File: src/hdl/ikw_pkg.sv
`default_nettype none
package ikw_pkg;
  // bus geometry
  localparam int ADDR_W = 8;
  localparam int DATA_W = 32;
  localparam int STRB_W = 4;

  // register byte offsets
  localparam logic [7:0] OFS_KEY      = 8'h00;
  localparam logic [7:0] OFS_PRESCALE = 8'h04;
  localparam logic [7:0] OFS_RELOAD   = 8'h08;
  localparam logic [7:0] OFS_STATUS   = 8'h0C;

  // key command values
  localparam int          KEY_W       = 16;
  localparam logic [15:0] KEY_START   = 16'hCCCC;
  localparam logic [15:0] KEY_REFRESH = 16'hAAAA;
  localparam logic [15:0] KEY_UNLOCK  = 16'h5555;

  // counter and field widths, reset values
  localparam int          CNT_W        = 12;
  localparam int          PRE_W        = 3;
  localparam int          DIVCNT_W     = 8;
  localparam logic [11:0] CNT_INIT     = 12'hFFF;
  localparam logic [11:0] CNT_ZERO     = 12'h000;
  localparam logic [2:0]  PRESCALE_RST = 3'h0;
  localparam logic [11:0] RELOAD_RST   = 12'hFFF;

  // prescale divider: codes up to PRE_CODE_LAST give 4 << code, above that 256
  localparam logic [2:0] PRE_CODE_LAST = 3'h5;
  localparam logic [8:0] DIV_BASE      = 9'h004;
  localparam logic [8:0] DIV_ONE       = 9'h001;
  localparam logic [7:0] DIV_MAX_MASK  = 8'hFF;

  // status bit positions
  localparam int STS_PRESCALE_BIT = 0;
  localparam int STS_RELOAD_BIT   = 1;

  // commands carried into the counter side
  localparam int CMD_W           = 2;
  localparam int CMD_START_BIT   = 0;
  localparam int CMD_REFRESH_BIT = 1;

  // lane groups
  localparam logic [3:0] STRB_LO  = 4'h1;
  localparam logic [3:0] STRB_LO2 = 4'h3;

  localparam logic [1:0] RESP_OKAY   = 2'h0;
  localparam logic [1:0] RESP_SLVERR = 2'h2;

  typedef enum logic {WS_COLLECT = 1'b0, WS_RESP = 1'b1} ikw_wr_state_t;
  typedef enum logic {RS_IDLE = 1'b0, RS_DATA = 1'b1} ikw_rd_state_t;
  typedef enum logic [1:0] {
    CS_IDLE  = 2'b00,
    CS_RUN   = 2'b01,
    CS_FIRED = 2'b10
  } ikw_cnt_state_t;
endpackage
`default_nettype wire

File: src/hdl/ikw_xfer_if.sv
`timescale 1ns/100ps
`default_nettype none
interface ikw_xfer_if #(parameter int W = 1);
  logic         launch;
  logic [W-1:0] launch_data;
  logic         busy;
  logic         land;
  logic [W-1:0] land_data;

  modport user (output launch, output launch_data, input busy, input land, input land_data);
  modport fab  (input launch, input launch_data, output busy, output land, output land_data);
endinterface
`default_nettype wire

File: src/hdl/ikw_xfer.sv
`timescale 1ns/100ps
`default_nettype none
module ikw_xfer #(
  parameter int           W         = 1,
  parameter logic [W-1:0] RESET_VAL = '0
) (
  input  wire logic aclk,
  input  wire logic aresetn,
  input  wire logic osc_tick,
  ikw_xfer_if.fab   xf
);
  import ikw_pkg::*;

  logic         req;
  logic         req_s1;
  logic         req_s2;
  logic         seen;
  logic         ack_s1;
  logic         ack_s2;
  logic [W-1:0] hold;

  // busy spans the whole round trip, request out and acknowledge back
  assign xf.busy = req ^ ack_s2;

  always_ff @(posedge aclk) begin
    if (!aresetn) begin
      req  <= 1'b0;
      hold <= '0;
    end else if (xf.launch && !xf.busy) begin
      req  <= ~req;
      hold <= xf.launch_data;
    end
  end

  always_ff @(posedge aclk) begin
    if (!aresetn) begin
      req_s1 <= 1'b0;
      req_s2 <= 1'b0;
    end else begin
      req_s1 <= req;
      req_s2 <= req_s1;
    end
  end

  // far side only moves on oscillator ticks; no stop input can abort it
  always_ff @(posedge aclk) begin
    if (!aresetn) begin
      seen         <= 1'b0;
      xf.land      <= 1'b0;
      xf.land_data <= RESET_VAL;
    end else begin
      xf.land <= 1'b0;
      if (osc_tick && (req_s2 != seen)) begin
        seen         <= req_s2;
        xf.land      <= 1'b1;
        xf.land_data <= hold;
      end
    end
  end

  always_ff @(posedge aclk) begin
    if (!aresetn) begin
      ack_s1 <= 1'b0;
      ack_s2 <= 1'b0;
    end else begin
      ack_s1 <= seen;
      ack_s2 <= ack_s1;
    end
  end
endmodule // ikw_xfer
`default_nettype wire

File: src/hdl/ikw_top.sv
// Decided for this implementation: the AXI4-Lite interface to the registers.
`timescale 1ns/100ps
`default_nettype none
module ikw_top (
  input  wire logic                        aclk,
  input  wire logic                        aresetn,
  input  wire logic [ikw_pkg::ADDR_W-1:0]  s_axi_awaddr,
  input  wire logic                        s_axi_awvalid,
  output logic                             s_axi_awready,
  input  wire logic [ikw_pkg::DATA_W-1:0]  s_axi_wdata,
  input  wire logic [ikw_pkg::STRB_W-1:0]  s_axi_wstrb,
  input  wire logic                        s_axi_wvalid,
  output logic                             s_axi_wready,
  output logic [1:0]                       s_axi_bresp,
  output logic                             s_axi_bvalid,
  input  wire logic                        s_axi_bready,
  input  wire logic [ikw_pkg::ADDR_W-1:0]  s_axi_araddr,
  input  wire logic                        s_axi_arvalid,
  output logic                             s_axi_arready,
  output logic [ikw_pkg::DATA_W-1:0]       s_axi_rdata,
  output logic [1:0]                       s_axi_rresp,
  output logic                             s_axi_rvalid,
  input  wire logic                        s_axi_rready,
  input  wire logic                        osc_tick,
  input  wire logic                        software_start_option,
  input  wire logic                        watchdog_reset_allow,
  input  wire logic                        debug_halt,
  input  wire logic                        debug_freeze_select,
  output logic                             watchdog_reset_out,
  output logic                             watchdog_wakeup
);
  import ikw_pkg::*;

  ikw_wr_state_t        wr_state;
  ikw_rd_state_t        rd_state;
  ikw_cnt_state_t       cnt_state;
  logic                 aw_held;
  logic [ADDR_W-1:0]    aw_addr;
  logic                 w_held;
  logic [DATA_W-1:0]    w_data;
  logic [STRB_W-1:0]    w_strb;
  logic                 do_write;
  logic                 addr_mapped_wr;
  logic                 key_write;
  logic [KEY_W-1:0]     key_value_field;
  logic                 unlocked;
  logic                 wr_prescale;
  logic                 wr_reload;
  logic [CMD_W-1:0]     cmd_pend;
  logic [CMD_W-1:0]     cmd_new;
  logic                 cmd_launch;
  logic                 hw_mode;
  logic                 strap_done;
  logic [CNT_W-1:0]     count;
  logic                 reloaded;
  logic [DIVCNT_W-1:0]  div_cnt;
  logic [DIVCNT_W-1:0]  div_mask;
  logic                 freeze;
  logic                 tick_en;
  logic                 dec;
  logic                 at_zero;
  logic                 start_land;
  logic                 refresh_land;
  logic [DATA_W-1:0]    next_rdata;
  logic [1:0]           next_rresp;

  ikw_xfer_if #(.W(PRE_W)) pre_if ();
  ikw_xfer_if #(.W(CNT_W)) rld_if ();
  ikw_xfer_if #(.W(CMD_W)) cmd_if ();

  ikw_xfer #(.W(PRE_W), .RESET_VAL(PRESCALE_RST)) u_pre_xfer (
    .aclk     (aclk),
    .aresetn  (aresetn),
    .osc_tick (osc_tick),
    .xf       (pre_if.fab)
  );

  ikw_xfer #(.W(CNT_W), .RESET_VAL(RELOAD_RST)) u_rld_xfer (
    .aclk     (aclk),
    .aresetn  (aresetn),
    .osc_tick (osc_tick),
    .xf       (rld_if.fab)
  );

  ikw_xfer #(.W(CMD_W), .RESET_VAL({CMD_W{1'b0}})) u_cmd_xfer (
    .aclk     (aclk),
    .aresetn  (aresetn),
    .osc_tick (osc_tick),
    .xf       (cmd_if.fab)
  );

  // ---------------- write channel ----------------
  assign s_axi_awready = !aw_held && (wr_state == WS_COLLECT);
  assign s_axi_wready  = !w_held && (wr_state == WS_COLLECT);
  assign s_axi_bvalid  = (wr_state == WS_RESP);
  assign do_write      = (wr_state == WS_COLLECT) && aw_held && w_held;

  always_ff @(posedge aclk) begin
    if (!aresetn) begin
      aw_held <= 1'b0;
      aw_addr <= '0;
    end else if (s_axi_awvalid && s_axi_awready) begin
      aw_held <= 1'b1;
      aw_addr <= s_axi_awaddr;
    end else if (s_axi_bvalid && s_axi_bready) begin
      aw_held <= 1'b0;
    end
  end

  always_ff @(posedge aclk) begin
    if (!aresetn) begin
      w_held <= 1'b0;
      w_data <= '0;
      w_strb <= '0;
    end else if (s_axi_wvalid && s_axi_wready) begin
      w_held <= 1'b1;
      w_data <= s_axi_wdata;
      w_strb <= s_axi_wstrb;
    end else if (s_axi_bvalid && s_axi_bready) begin
      w_held <= 1'b0;
    end
  end

  assign addr_mapped_wr = (aw_addr == OFS_KEY) || (aw_addr == OFS_PRESCALE) ||
                          (aw_addr == OFS_RELOAD) || (aw_addr == OFS_STATUS);

  always_ff @(posedge aclk) begin
    if (!aresetn) begin
      wr_state    <= WS_COLLECT;
      s_axi_bresp <= RESP_OKAY;
    end else begin
      case (wr_state)
        WS_COLLECT: begin
          if (do_write) begin
            wr_state    <= WS_RESP;
            s_axi_bresp <= addr_mapped_wr ? RESP_OKAY : RESP_SLVERR;
          end
        end
        WS_RESP: begin
          if (s_axi_bready) begin
            wr_state <= WS_COLLECT;
          end
        end
        default: wr_state <= WS_COLLECT;
      endcase
    end
  end

  // ---------------- key register and protection ----------------
  assign key_write = do_write && (aw_addr == OFS_KEY) && ((w_strb & STRB_LO2) == STRB_LO2);

  always_ff @(posedge aclk) begin
    if (!aresetn) begin
      key_value_field <= '0;
      unlocked        <= 1'b0;
    end else if (key_write) begin
      key_value_field <= w_data[KEY_W-1:0];
      // any key but unlock, refresh included, closes the gate again
      unlocked        <= (w_data[KEY_W-1:0] == KEY_UNLOCK);
    end
  end

  assign wr_prescale = do_write && (aw_addr == OFS_PRESCALE) && unlocked &&
                       !pre_if.busy && ((w_strb & STRB_LO) == STRB_LO);
  assign wr_reload   = do_write && (aw_addr == OFS_RELOAD) && unlocked &&
                       !rld_if.busy && ((w_strb & STRB_LO2) == STRB_LO2);

  assign pre_if.launch      = wr_prescale;
  assign pre_if.launch_data = w_data[PRE_W-1:0];
  assign rld_if.launch      = wr_reload;
  assign rld_if.launch_data = w_data[CNT_W-1:0];

  // key commands queue here while an earlier command is still crossing
  always_comb begin
    cmd_new = '0;
    if (key_write && (w_data[KEY_W-1:0] == KEY_START) && !hw_mode) begin
      cmd_new[CMD_START_BIT] = 1'b1;
    end
    if (key_write && (w_data[KEY_W-1:0] == KEY_REFRESH)) begin
      cmd_new[CMD_REFRESH_BIT] = 1'b1;
    end
  end

  assign cmd_launch         = (|cmd_pend) && !cmd_if.busy;
  assign cmd_if.launch      = cmd_launch;
  assign cmd_if.launch_data = cmd_pend;

  // a key arriving in the launch cycle survives: set wins over clear
  always_ff @(posedge aclk) begin
    if (!aresetn) begin
      cmd_pend <= '0;
    end else begin
      cmd_pend <= (cmd_pend & ~{CMD_W{cmd_launch}}) | cmd_new;
    end
  end

  // ---------------- start option strap ----------------
  always_ff @(posedge aclk) begin
    if (!aresetn) begin
      strap_done <= 1'b0;
      hw_mode    <= 1'b0;
    end else if (!strap_done) begin
      strap_done <= 1'b1;
      hw_mode    <= !software_start_option;
    end
  end

  // ---------------- counter side ----------------
  assign start_land   = cmd_if.land && cmd_if.land_data[CMD_START_BIT];
  assign refresh_land = cmd_if.land && cmd_if.land_data[CMD_REFRESH_BIT];

  // stop mode has no gate here: the oscillator paces the count, and only debug freeze halts it
  assign freeze  = debug_halt && debug_freeze_select;
  assign tick_en = osc_tick && !freeze && (cnt_state == CS_RUN);

  always_comb begin
    if (pre_if.land_data > PRE_CODE_LAST) begin
      div_mask = DIV_MAX_MASK;
    end else begin
      div_mask = DIVCNT_W'((DIV_BASE << pre_if.land_data) - DIV_ONE);
    end
  end

  assign dec     = tick_en && (div_cnt >= div_mask);
  assign at_zero = (count == CNT_ZERO);

  always_ff @(posedge aclk) begin
    if (!aresetn) begin
      div_cnt <= '0;
    end else if (refresh_land || start_land || dec) begin
      div_cnt <= '0;
    end else if (tick_en) begin
      div_cnt <= div_cnt + 1'b1;
    end
  end

  always_ff @(posedge aclk) begin
    if (!aresetn) begin
      cnt_state <= CS_IDLE;
      count     <= CNT_INIT;
      reloaded  <= 1'b0;
    end else begin
      case (cnt_state)
        CS_IDLE: begin
          if (start_land || hw_mode) begin
            cnt_state <= CS_RUN;
            count     <= CNT_INIT;
            reloaded  <= 1'b0;
          end
          // a refresh landing together with start must not be lost
          if (refresh_land) begin
            count    <= rld_if.land_data;
            reloaded <= 1'b1;
          end
        end
        CS_RUN: begin
          if (refresh_land) begin
            count    <= rld_if.land_data;
            reloaded <= 1'b1;
          end else if (at_zero && watchdog_reset_allow) begin
            cnt_state <= CS_FIRED;
          end else if (dec) begin
            if (at_zero) begin
              // no reset allowed: roll into the next round
              count <= reloaded ? rld_if.land_data : CNT_INIT;
            end else begin
              count <= count - 1'b1;
            end
          end
        end
        CS_FIRED: begin
          // held until the system reset pulls aresetn
          cnt_state <= CS_FIRED;
        end
        default: cnt_state <= CS_IDLE;
      endcase
    end
  end

  always_ff @(posedge aclk) begin
    if (!aresetn) begin
      watchdog_reset_out <= 1'b0;
      watchdog_wakeup    <= 1'b0;
    end else begin
      watchdog_reset_out <= (cnt_state == CS_FIRED) ||
                            ((cnt_state == CS_RUN) && at_zero && !refresh_land &&
                             watchdog_reset_allow);
      watchdog_wakeup    <= (cnt_state == CS_RUN) && at_zero && !refresh_land &&
                            watchdog_reset_allow;
    end
  end

  // ---------------- read channel ----------------
  assign s_axi_arready = (rd_state == RS_IDLE);
  assign s_axi_rvalid  = (rd_state == RS_DATA);

  // fields read back from the counter side, stale while busy
  always_comb begin
    next_rdata = '0;
    next_rresp = RESP_OKAY;
    case (s_axi_araddr)
      OFS_KEY:      next_rdata = '0;
      OFS_PRESCALE: next_rdata[PRE_W-1:0] = pre_if.land_data;
      OFS_RELOAD:   next_rdata[CNT_W-1:0] = rld_if.land_data;
      OFS_STATUS: begin
        next_rdata[STS_PRESCALE_BIT] = pre_if.busy;
        next_rdata[STS_RELOAD_BIT]   = rld_if.busy;
      end
      default:      next_rresp = RESP_SLVERR;
    endcase
  end

  always_ff @(posedge aclk) begin
    if (!aresetn) begin
      rd_state    <= RS_IDLE;
      s_axi_rdata <= '0;
      s_axi_rresp <= RESP_OKAY;
    end else begin
      case (rd_state)
        RS_IDLE: begin
          if (s_axi_arvalid) begin
            rd_state    <= RS_DATA;
            s_axi_rdata <= next_rdata;
            s_axi_rresp <= next_rresp;
          end
        end
        RS_DATA: begin
          if (s_axi_rready) begin
            rd_state <= RS_IDLE;
          end
        end
        default: rd_state <= RS_IDLE;
      endcase
    end
  end
endmodule // ikw_top
`default_nettype wire

File: config.mk
export PLATFORM = sky130hd
export DESIGN_NAME = ikw_top
export DESIGN_NICKNAME = d
export VERILOG_FILES = /design/src/hdl/ikw_pkg.sv /design/src/hdl/ikw_xfer_if.sv /design/src/hdl/ikw_xfer.sv /design/src/hdl/ikw_top.sv
export SDC_FILE = /design/constraint.sdc
export NUM_CORES = 1
export LEC_CHECK = 0
export ABC_AREA = 1
export ABC_CLOCK_PERIOD_IN_PS = 4300
export BUFFER_PORTS_ARGS = -buffer_cell sky130_fd_sc_hd__buf_2
export CORE_MARGIN = 4
export CORE_UTILIZATION = 58
export DETAILED_ROUTE_END_ITERATION = 8
export PLACE_DENSITY = 0.79
export SLEW_MARGIN = 15
export SYNTH_ARGS = -nofsm -noshare
export SYNTH_HDL_FRONTEND = slang
export SYNTH_SLANG_ARGS = --single-unit
File: constraint.sdc
create_clock -name aclk -period 4.3 [get_ports aclk]
set_clock_uncertainty 0.15 [all_clocks]
set_input_delay 0.645 -clock aclk [delete_from_list [all_inputs] [get_ports aclk]]
set_output_delay 0.645 -clock aclk [all_outputs]
set_load 0.1 [all_outputs]
Word-level counts from Yosys, hierarchy flattened
Cells that the tools add are included.
Widths: inputs -> output; s select.
{"block": "word_totals", "reg_bits": 129, "in_bits": 64, "output_inout_bits": 43, "wordCells": 188}
{"block": "op_classes", "addsub": 3, "n_lt_le_gt_ge": 2, "eq_ne": 22, "n_shift": 1, "mux": 35, "n_bitwise": 12, "n_reduce_logical": 68}
{"operator": "$mux 12", "count": 7}
{"operator": "$logic_and 1x1->1", "count": 37}
{"operator": "$eq 16x16->1 const B", "count": 2}
{"operator": "$eq 8x4->1 const B", "count": 4}
{"operator": "$pmux 12 s2", "count": 1}
{"operator": "$eq 16x15->1 const B", "count": 1}
{"operator": "$eq 8x3->1 const B", "count": 2}
{"operator": "$logic_not 8->1", "count": 2}
{"operator": "$mux 1", "count": 14}
{"operator": "$logic_not 12->1", "count": 1}
{"operator": "$pmux 2 s3", "count": 2}
{"operator": "$sub 12x1->12 const B", "count": 1}
{"operator": "$mux 2", "count": 5}
{"operator": "$logic_not 1->1", "count": 9}
{"operator": "$mux 9", "count": 1}
{"operator": "$ne 3x3->1 const B", "count": 3}
{"operator": "$add 8x1->8 const B", "count": 1}
{"operator": "$ge 8x8->1", "count": 1}
{"operator": "$mux 8", "count": 1}
{"operator": "$pmux 1 s2", "count": 4}
{"operator": "$shl 3x3->8 const A", "count": 1}
{"operator": "$sub 8x1->8 const B", "count": 1}
{"operator": "$logic_or 1x1->1", "count": 7}
{"operator": "$ne 2x2->1 const B", "count": 3}
{"operator": "other kinds (17)", "count": 32}

Logic depth before layout (Yosys ltp)
Gate-level depths: netlist of run 1.
{"block": "depth", "ltp_word": 9, "mapped_depth": 13, "ltp_nobuf": 13}

Cells and area by module
From an unflattened synthesis of run 1, not the netlist that was laid out.
{"block": "unflattened", "hier_cells": 937, "area_unflattened_um2": 6505.0}
{"mod": "ikw_top", "n_inst": 1, "cells_each": 615, "area_each_um2": 4176.5, "seq_area_each_um2": 1481.4}
{"mod": "ikw_xfer (u_rld_xfer)", "n_inst": 1, "cells_each": 189, "area_each_um2": 1328.8, "seq_area_each_um2": 620.6}
{"mod": "ikw_xfer (u_pre_xfer)", "n_inst": 1, "cells_each": 73, "area_each_um2": 569.3, "seq_area_each_um2": 260.2}
{"mod": "ikw_xfer (u_cmd_xfer)", "n_inst": 1, "cells_each": 60, "area_each_um2": 430.4, "seq_area_each_um2": 220.2}

Least setup slack after synthesis of run 1
Ideal clock, no wire load.
{"block": "synth_path", "path_kind": "flip-flop to flip-flop", "startpoint": "register wr_state, in the netlist s_axi_bvalid", "endpoint": "register aw_addr[6]", "setup_ns": 0.126, "arrival_ns": 2.805, "required_time_ns": 4.024, "slack_ns": 1.219, "stages_incl_launch_ff": 6, "period_less_slack_ns": 3.081, "cell_sequence": "dfxtp_1 -> nor2_1 -> nand2_1 -> clkbuf_1 -> o21ai_0 -> a21oi_1"}
{"block": "synth_between", "elab_chain_cells": 3}
{"item": "start, declared", "line_no": "ikw_top.sv:34", "source": "ikw_wr_state_t wr_state;"}
{"item": "start signal, assigned", "line_no": "ikw_top.sv:129", "source": "wr_state <= WS_COLLECT;"}
{"item": "start signal, assigned", "line_no": "ikw_top.sv:135", "source": "wr_state <= WS_RESP;"}
{"item": "start signal, assigned", "line_no": "ikw_top.sv:141", "source": "wr_state <= WS_COLLECT;"}
{"item": "$not 1->1"}
{"item": "$logic_and 1x1->1", "line_no": "ikw_top.sv:93", "source": "assign s_axi_awready = !aw_held && (wr_state == WS_COLLECT);"}
{"item": "net s_axi_awready", "line_no": "ikw_top.sv:9", "source": "output logic s_axi_awready,"}
{"item": "$logic_and 1x1->1", "line_no": "ikw_top.sv:102", "source": "end else if (s_axi_awvalid && s_axi_awready) begin"}
{"item": "end signal, assigned", "line_no": "ikw_top.sv:104", "source": "aw_addr <= s_axi_awaddr;"}
{"item": "end, declared", "line_no": "ikw_top.sv:38", "source": "logic [ADDR_W-1:0] aw_addr;"}
The timed path passes the listed nets, and every way through them passes these cells.
A chain may end at the register's enable or synchronous reset.

Worst setup path after layout of run 1
{"block": "layout_path", "startpoint": "register wr_state, in the netlist s_axi_bvalid", "endpoint": "output port s_axi_wready"}
{"block": "layout_between", "elab_chain_cells": 2}
{"item": "$not 1->1"}
{"item": "$logic_and 1x1->1", "line_no": "ikw_top.sv:94", "source": "assign s_axi_wready = !w_held && (wr_state == WS_COLLECT);"}
{"item": "end, declared", "line_no": "ikw_top.sv:13", "source": "output logic s_axi_wready,"}
Every way passes these cells.

==> results of run 1 <==
==> cell type report <==
class	instances	area, um2
Multi-Input combinational cell	571	2734
Sequential cell	127	2542
Tap cell	133	166.4
Clock buffer	18	427.9
Clock inverter	14	182.7
Inverter	87	326.6
Timing Repair Buffer	68	345.3
Fill cell	805	3004
==> layer usage <==
layer  vias to the layer above  global-route usage (%)  wire (um)  share of wire [%]
met1                      2416                   28.34       5654                 44
li1                       2681                       -          -                  -
met5                         -                       0         13               0.10
met3                        18                   6.239        880                6.8
met4                         2                   7.304        143                1.1
met2                       186                   38.81       6196                 48
==> where the power goes <==
part	switching, uW	leakage, uW	internal [uW]	total [uW]
combinational	448	0.00184	173	621
sequential	96.0	0.00103	1270	1370
clock	547	0.000294	908	1460
total	1090	0.00317	2350	3440
==> layout by cell type (no fill, tap or decap), drive strengths merged, types with 2 or more instances in the layout <==
cell        n
o211ai      8
xnor2       5
nand2     174
or2         3
nor4        5
nor2      135
buf        68
nand4       6
bufinv      3
dfxtp     127
clkinv      7
nor3       14
inv        89
nand3      50
a21oi      60
conb       22
xor2        6
ha         12
o21ai      64
clkbuf     18
clkinvlp    2
==> logic make-up after synthesis <==
| logic type | Yosys count | share of synthesized area [%] |
|---|---|---|
| xor gates and xnor gates | 11 | 1.666 |
| buffers and inverters | 131 | 10.19 |
| adders and majority gates | 12 | 2.597 |
| and+or+nand+nor | 389 | 28.59 |
| DFF | 127 | 43.97 |
| other | 1 | 0.06486 |
| AOI/OAI and AO/OA | 137 | 12.92 |
==> worst paths after layout <==
kind | slack [ns] | endpoint
worst max-delay path | 2.04 | s_axi_wready
worst min-delay path | 0.23 | w_data[9]
worst max register to register | 2.12 | count[1]
worst min register to register | 0.26 | u_pre_xfer.req_s2
==> registers in the layout (all words and copies together), names as in the netlist, 2 cells and up <==
register	flops
w_data	16
count	12
s_axi_rdata	12
u_rld_xfer.hold	12
u_rld_xfer.xf.land_data	12
aw_addr	8
div_cnt	8
u_pre_xfer.hold	3
u_pre_xfer.xf.land_data	3
cmd_if.launch_data	2
cnt_state	2
u_cmd_xfer.hold	2
u_cmd_xfer.xf.land_data	2
w_strb	2
==> worst max-delay path, cell delays in order (launching register included) <==
cell,delay (ns)
dfxtp_1,0.36
nor2_1,0.14
buf_2,0.44
==> per-stage QoR <==
step / util, % / worst slack, ns / power [uW] / hold WS [ns]
floorplan: - / 1.219 / 1896 / 0.2405
global placement: 62.85 / 2.023 / 1976 / 0.2475
detailed placement: 62.85 / 1.949 / 1997 / 0.2501
CTS: 69.12 / 2.023 / 3449 / 0.2154
global route: 69.12 / 1.896 / 3600 / 0.2335
finish: 69.12 / 2.040 / 3444 / 0.2281
==> impl_metrics.tcl, run 1 <==
set metrics [dict create \
    outcome "completed" \
    slew_headroom_pct 49.41 \
    yosys.cell_count.top_type "nand2_1" \
    netlist_instances 808 \
    synth_enable_flop_cells 0 \
    root_driver "clkbuf_8" \
    finalWeightedCongestion 0.8906 \
    max-vdd-ir-drop_uv 273.0 \
    wirelength_routed_um 12890 \
    synth_async_sr_flop_share_pct 0 \
    netlist.area_leader.share_pct 43.97 \
    r2r_start "u_pre_xfer.xf.land_data[2]" \
    max_cap_violations 0 \
    tritoncts "yes" \
    stdcell_area_um2 6725 \
    grt_remaining_overflow 0 \
    synth_top_flop_cell "dfxtp_1" \
    die_w_um 107.8 \
    report.final.setup_viol 0 \
    timing.final.crit_period_ns 2.260 \
    path_clk_slew_ns 0.06 \
    post_cts_hold_buffer_count 0 \
    crit_path_start_kind "register" \
    share_of_the_clock_period_used_by_the_worst_path_after_layout_pct 52.56 \
    worst_slew_pin_slew_ns 0.7548 \
    io_buffers 66 \
    layout.cells.non_filler 1018 \
    core_um2 9729 \
    crit_path_start "s_axi_bvalid" \
    drt_iter0_markers 316 \
    hold_viol 0 \
    antenna_cells 0 \
    cts_repair_resize_count 0 \
    rr_worst_depth 12 \
    syn_to_final_growth_pct 16.32 \
    yosysWarningCount 0 \
    timing.hold.worst.start "s_axi_wdata[9]" \
    grt_antenna_before_repair 1 \
    grt_setup_unrepaired "no" \
    worst_hold_class "input port to register" \
    final_nets 948 \
    postPlaceCellArea_um2 6115 \
    number_of_top_level_pins 107 \
    antenna_left 0 \
    setup_total_negative_slack_ns 0 \
    post_cts_buffers 0 \
    max_clock_freq_mhz 442.5 \
    ys_top_cells_by_count "169 x nand2_1, 131 x nor2_1, 127 x dfxtp_1" \
    clk_lat_worst_skew_ns 0.52 \
    first_pass_iters 5 \
    worst-path-max-fanout 6 \
    crit_arrival_ns 1.46 \
    h_tree_depth 4 \
    num_vias 5303 \
    max-clock-path-buffers 2 \
    cts_made_buffers 17 \
    vias_per_cell 5.209 \
    floorplan.initialDensity_pct 59.43 \
    grt_pass1_vias 4923 \
    drc_errors 0 \
    routed_wire_length_per_instance_um 12.66 \
    grt_pass1_wl_um 21570 \
    ys_ff_latch 127 \
    maximum_number_of_pins_on_one_net_before_global_route_repair 89 \
    finalMaxSlewViolations 0 \
    power_per_cell_area_nw_per_um2 512.0 \
    timing.critical_path.to_type "output port" \
    fp.dieArea_um2 11630 \
    clkSinkCount 127 \
    syn-cell-area_um2 5782 \
    floorplan.die.height_um 107.8 \
    placementRows 36 \
    place.detailed.instances 986 \
    dp_hpwl_um 9134 \
    synth.distinct_cells 41 \
    crit_type "register to output port" \
    synth_area_leader_cell "dfxtp_1" \
    cp_required_ns 3.50 \
    final_layout_size_suffix_gt1_share_pct 14.58 \
    avgSynthCellArea_um2 7.156 \
    grt_use_total_pct 22.95 \
    whs_path_depth 3 \
    cellLeakagePower_uw 0.003167 \
    synth_area_leaders "dfxtp_1 44%, nand2_1 11%, nor2_1 8.5%" \
    synth-seq-area-share_pct 43.97 \
]
No activity file was read; power rests on OpenSTA's default activity.
==> run 2, diff against run 1 <==
Settings changed: ABC_AREA 1 to 0, ABC_CLOCK_PERIOD_IN_PS 4300 to 1840, CORE_UTILIZATION 58 to 50, PLACE_DENSITY 0.79 to 0.72.
Clock period 4.3 ns to 1.84 ns, I/O delays scaled along.
==> impl_metrics.tcl, run 2 <==
set metrics [dict create \
    grt_use_met3_pct 5.668 \
    antenna_cells 0 \
    final_layout_size_suffix_gt1_share_pct 30.52 \
    core_um2 10790 \
    grt_remaining_overflow 0 \
    max-vdd-ir-drop_uv 595.8 \
    timing.final.crit_period_ns 2.199 \
    tritoncts "yes" \
    synth_async_sr_flop_share_pct 0 \
    number_of_top_level_pins 107 \
    clkSinkCount 127 \
    internal_power_uw 5598 \
    ys_ff_latch 127 \
    slew_headroom_pct 56.32 \
    fp.dieArea_um2 12740 \
    max_clock_freq_mhz 454.8 \
    drc_errors 0 \
    fillers 739 \
    wirelength_routed_um 15430 \
    syn_to_final_growth_pct 41.17 \
    grt_pass1_wl_um 24480 \
    final.hold.worst_slack_ns 0.04037 \
    dp_hpwl_um 9386 \
    layout_common_cells "119 x dfxtp_1, 90 x nand2_1, 74 x nor2_1" \
    first_pass_iters 5 \
    crit_type "register to register" \
    final_common_cell "dfxtp_1" \
    outcome "finished, violations left" \
    reg2reg_slack_ns -0.36 \
    io_buffers 66 \
    largest_register "w_data" \
    synth-seq-area-share_pct 46.24 \
    power_frac_clock_pct 39.5 \
    global_route.usage.met2_pct 40.80 \
    floorplan.initialDensity_pct 50.94 \
    postLayoutSetupSlackWorst_ns -0.3588 \
    seqPwrFrac_pct 35.9 \
    ys_top_cells_by_count "127 x dfxtp_1, 95 x nand2_1, 83 x nor2_1" \
    max-clock-path-buffers 2 \
    timing.hold.worst.start "aresetn" \
    yosys.cell_count.top_type "dfxtp_1" \
    grt_antenna_before_repair 0 \
    grt_use_total_pct 23.78 \
    drt_iter0_markers 251 \
    cp_required_ns 2.09 \
    final_nets 869 \
    antenna_left 0 \
    maximum_number_of_pins_on_one_net_before_global_route_repair 48 \
    grt_setup_unrepaired "yes" \
    report.final.setup_viol 44 \
    swShare_pct 32.17 \
    crit_arrival_ns 2.45 \
    syn-cell-area_um2 5498 \
    synth_enable_flop_cells 0 \
    path_clk_slew_ns 0.06 \
    crit_path_start_kind "register" \
    global_route_hottest_layer "met2" \
    hold_viol 0 \
    die_w_um 112.9 \
    postPlaceCellArea_um2 6372 \
    timing.critical_path.to_type "register" \
    worst_hold_class "input port to register" \
    netlist_instances 623 \
    met1_usage_pct 28.52 \
    layout.cells.non_filler 946 \
    r2r_start "u_pre_xfer.xf.land_data[2]" \
    vias_per_cell 5.381 \
    share_of_the_clock_period_used_by_the_worst_path_after_layout_pct 119.5 \
    synth_top_flop_cell "dfxtp_1" \
    placementRows 38 \
    synth_area_leader_cell "dfxtp_1" \
    place.detailed.instances 866 \
    synth_area_leaders "dfxtp_1 46%, nand2_1 6.5%, mux2i_1 6.0%" \
    grt_pass1_vias 5102 \
    worst-path-max-fanout 8 \
    finalMaxSlewViolations 0 \
    largest_register_ff_count 16 \
    post-route-util_pct 71.91 \
    max_cap_violations 0 \
    avgSynthCellArea_um2 8.825 \
    clk_lat_worst_skew_ns 0.52 \
    floorplan.die.height_um 112.9 \
    synth.distinct_cells 62 \
    h_tree_depth 4 \
    stdcell_area_um2 7761 \
    share_comb_of_total_power_pct 24.6 \
    finalWeightedCongestion 0.8776 \
    num_vias 5090 \
    power.net_switching_uw 2656 \
    violated_checks "setup timing" \
    crit_path_start "u_pre_xfer.xf.land_data[2]" \
    routed_wire_length_per_instance_um 16.31 \
    worst_slew_pin_slew_ns 0.6492 \
    cellLeakagePower_uw 0.003282 \
    power_per_cell_area_nw_per_um2 1063 \
    cts_made_buffers 17 \
    netlist.area_leader.share_pct 46.24 \
    root_driver "clkbuf_8" \
    yosysWarningCount 0 \
]
## run 2: changes by cell type in the layout (fill, tap and decap cells not counted), moves of 8 or more
cell,change
a21oi_1,-22
a22oi_1,+8
and2_1,+15
buf_4,+63
buf_6,+9
dfxtp_1,-8
dlygate4sd3_1,+33
inv_1,-74
mux2i_1,+33
nand2_1,-79
nand3_1,-26
nor2_1,-57
nor3_1,-8
o21ai_0,-57
## run 2: critical path, stage by stage, from the launching register on
cell and delay, ns:
dfxtp_4 0.38, nor3_4 0.21, ha_4 0.23, a211oi_4 0.27, nor4_4 0.07, o2111ai_4 0.22, buf_12 0.18, nand2_4 0.08
o211ai_1 0.17, nand3_2 0.12
## run 2: timing repair
action,in CTS,in global routing
pin swaps,10,30
buffers inserted,3,8
hold endpoints to repair,32,0
endpoints found under the setup margin,47,46
hold buffers,33,0
cloned,3,1
gates resized for setup,35,52
## run 2: area by class of cell
class                   count  area, um2  share of cell area [%]
clock buffers              19      421.7                   5.433
clock inverters            13      155.1                   1.999
repair buffers            176       1358                   17.49
flip-flops and latches    127       2565                   33.05
multi-input cells         460       3042                   39.19
well taps                 140      175.2                   2.257
inverters                  11      45.04                  0.5804
## run 2: per-stage QoR
step                      power, uW  setup slack (ns)  TNS [ns]
after global placement         4497           -0.2353    -5.294
after detailed placement       4561           -0.3813    -8.023
final                          8254           -0.3588    -10.03
after global routing           8561           -0.4232    -13.92
after floorplan                4140           -0.2085    -5.339
after CTS                      7967           -0.2759    -7.338
## run 2: cells by family (layout without fill, tap and decap cells)
family                     count (synthesis)  in the layout  synth area share, %
adders and majority gates                 12             12                2.731
and+or+nand+nor                          280            283                25.35
xor gates and xnor gates                  18             18                2.868
muxes                                     33             33                6.008
buffers and inverters                     60            219                6.167
AOI/OAI and AO/OA                         92             92                10.56
DFF                                      127            127                46.24
other                                      1             22              0.06821
## run 2: final timing paths
| kind | to | cells past startpoint |
|---|---|---|
| max | count[3] | 9 |
| min reg2reg | u_rld_xfer.req_s2 | 1 |
| max reg2reg | count[3] | 9 |
| min | strap_done | 2 |
## run 2: power groups by stage
stage | logic [uW] | registers (uW) | clock network, uW
floorplan | 1070 | 3070 | 0
global placement | 1490 | 3010 | 0
detailed placement | 1550 | 3020 | 0
CTS | 1720 | 2960 | 3280
global route | 2180 | 2980 | 3410
finish | 2030 | 2960 | 3260
## run 2: metal layers
layer,vias up,wire [um]
met3,43,882
met1,2404,6261
li1,2460,-
met4,0,456
met5,-,0
met2,183,7834
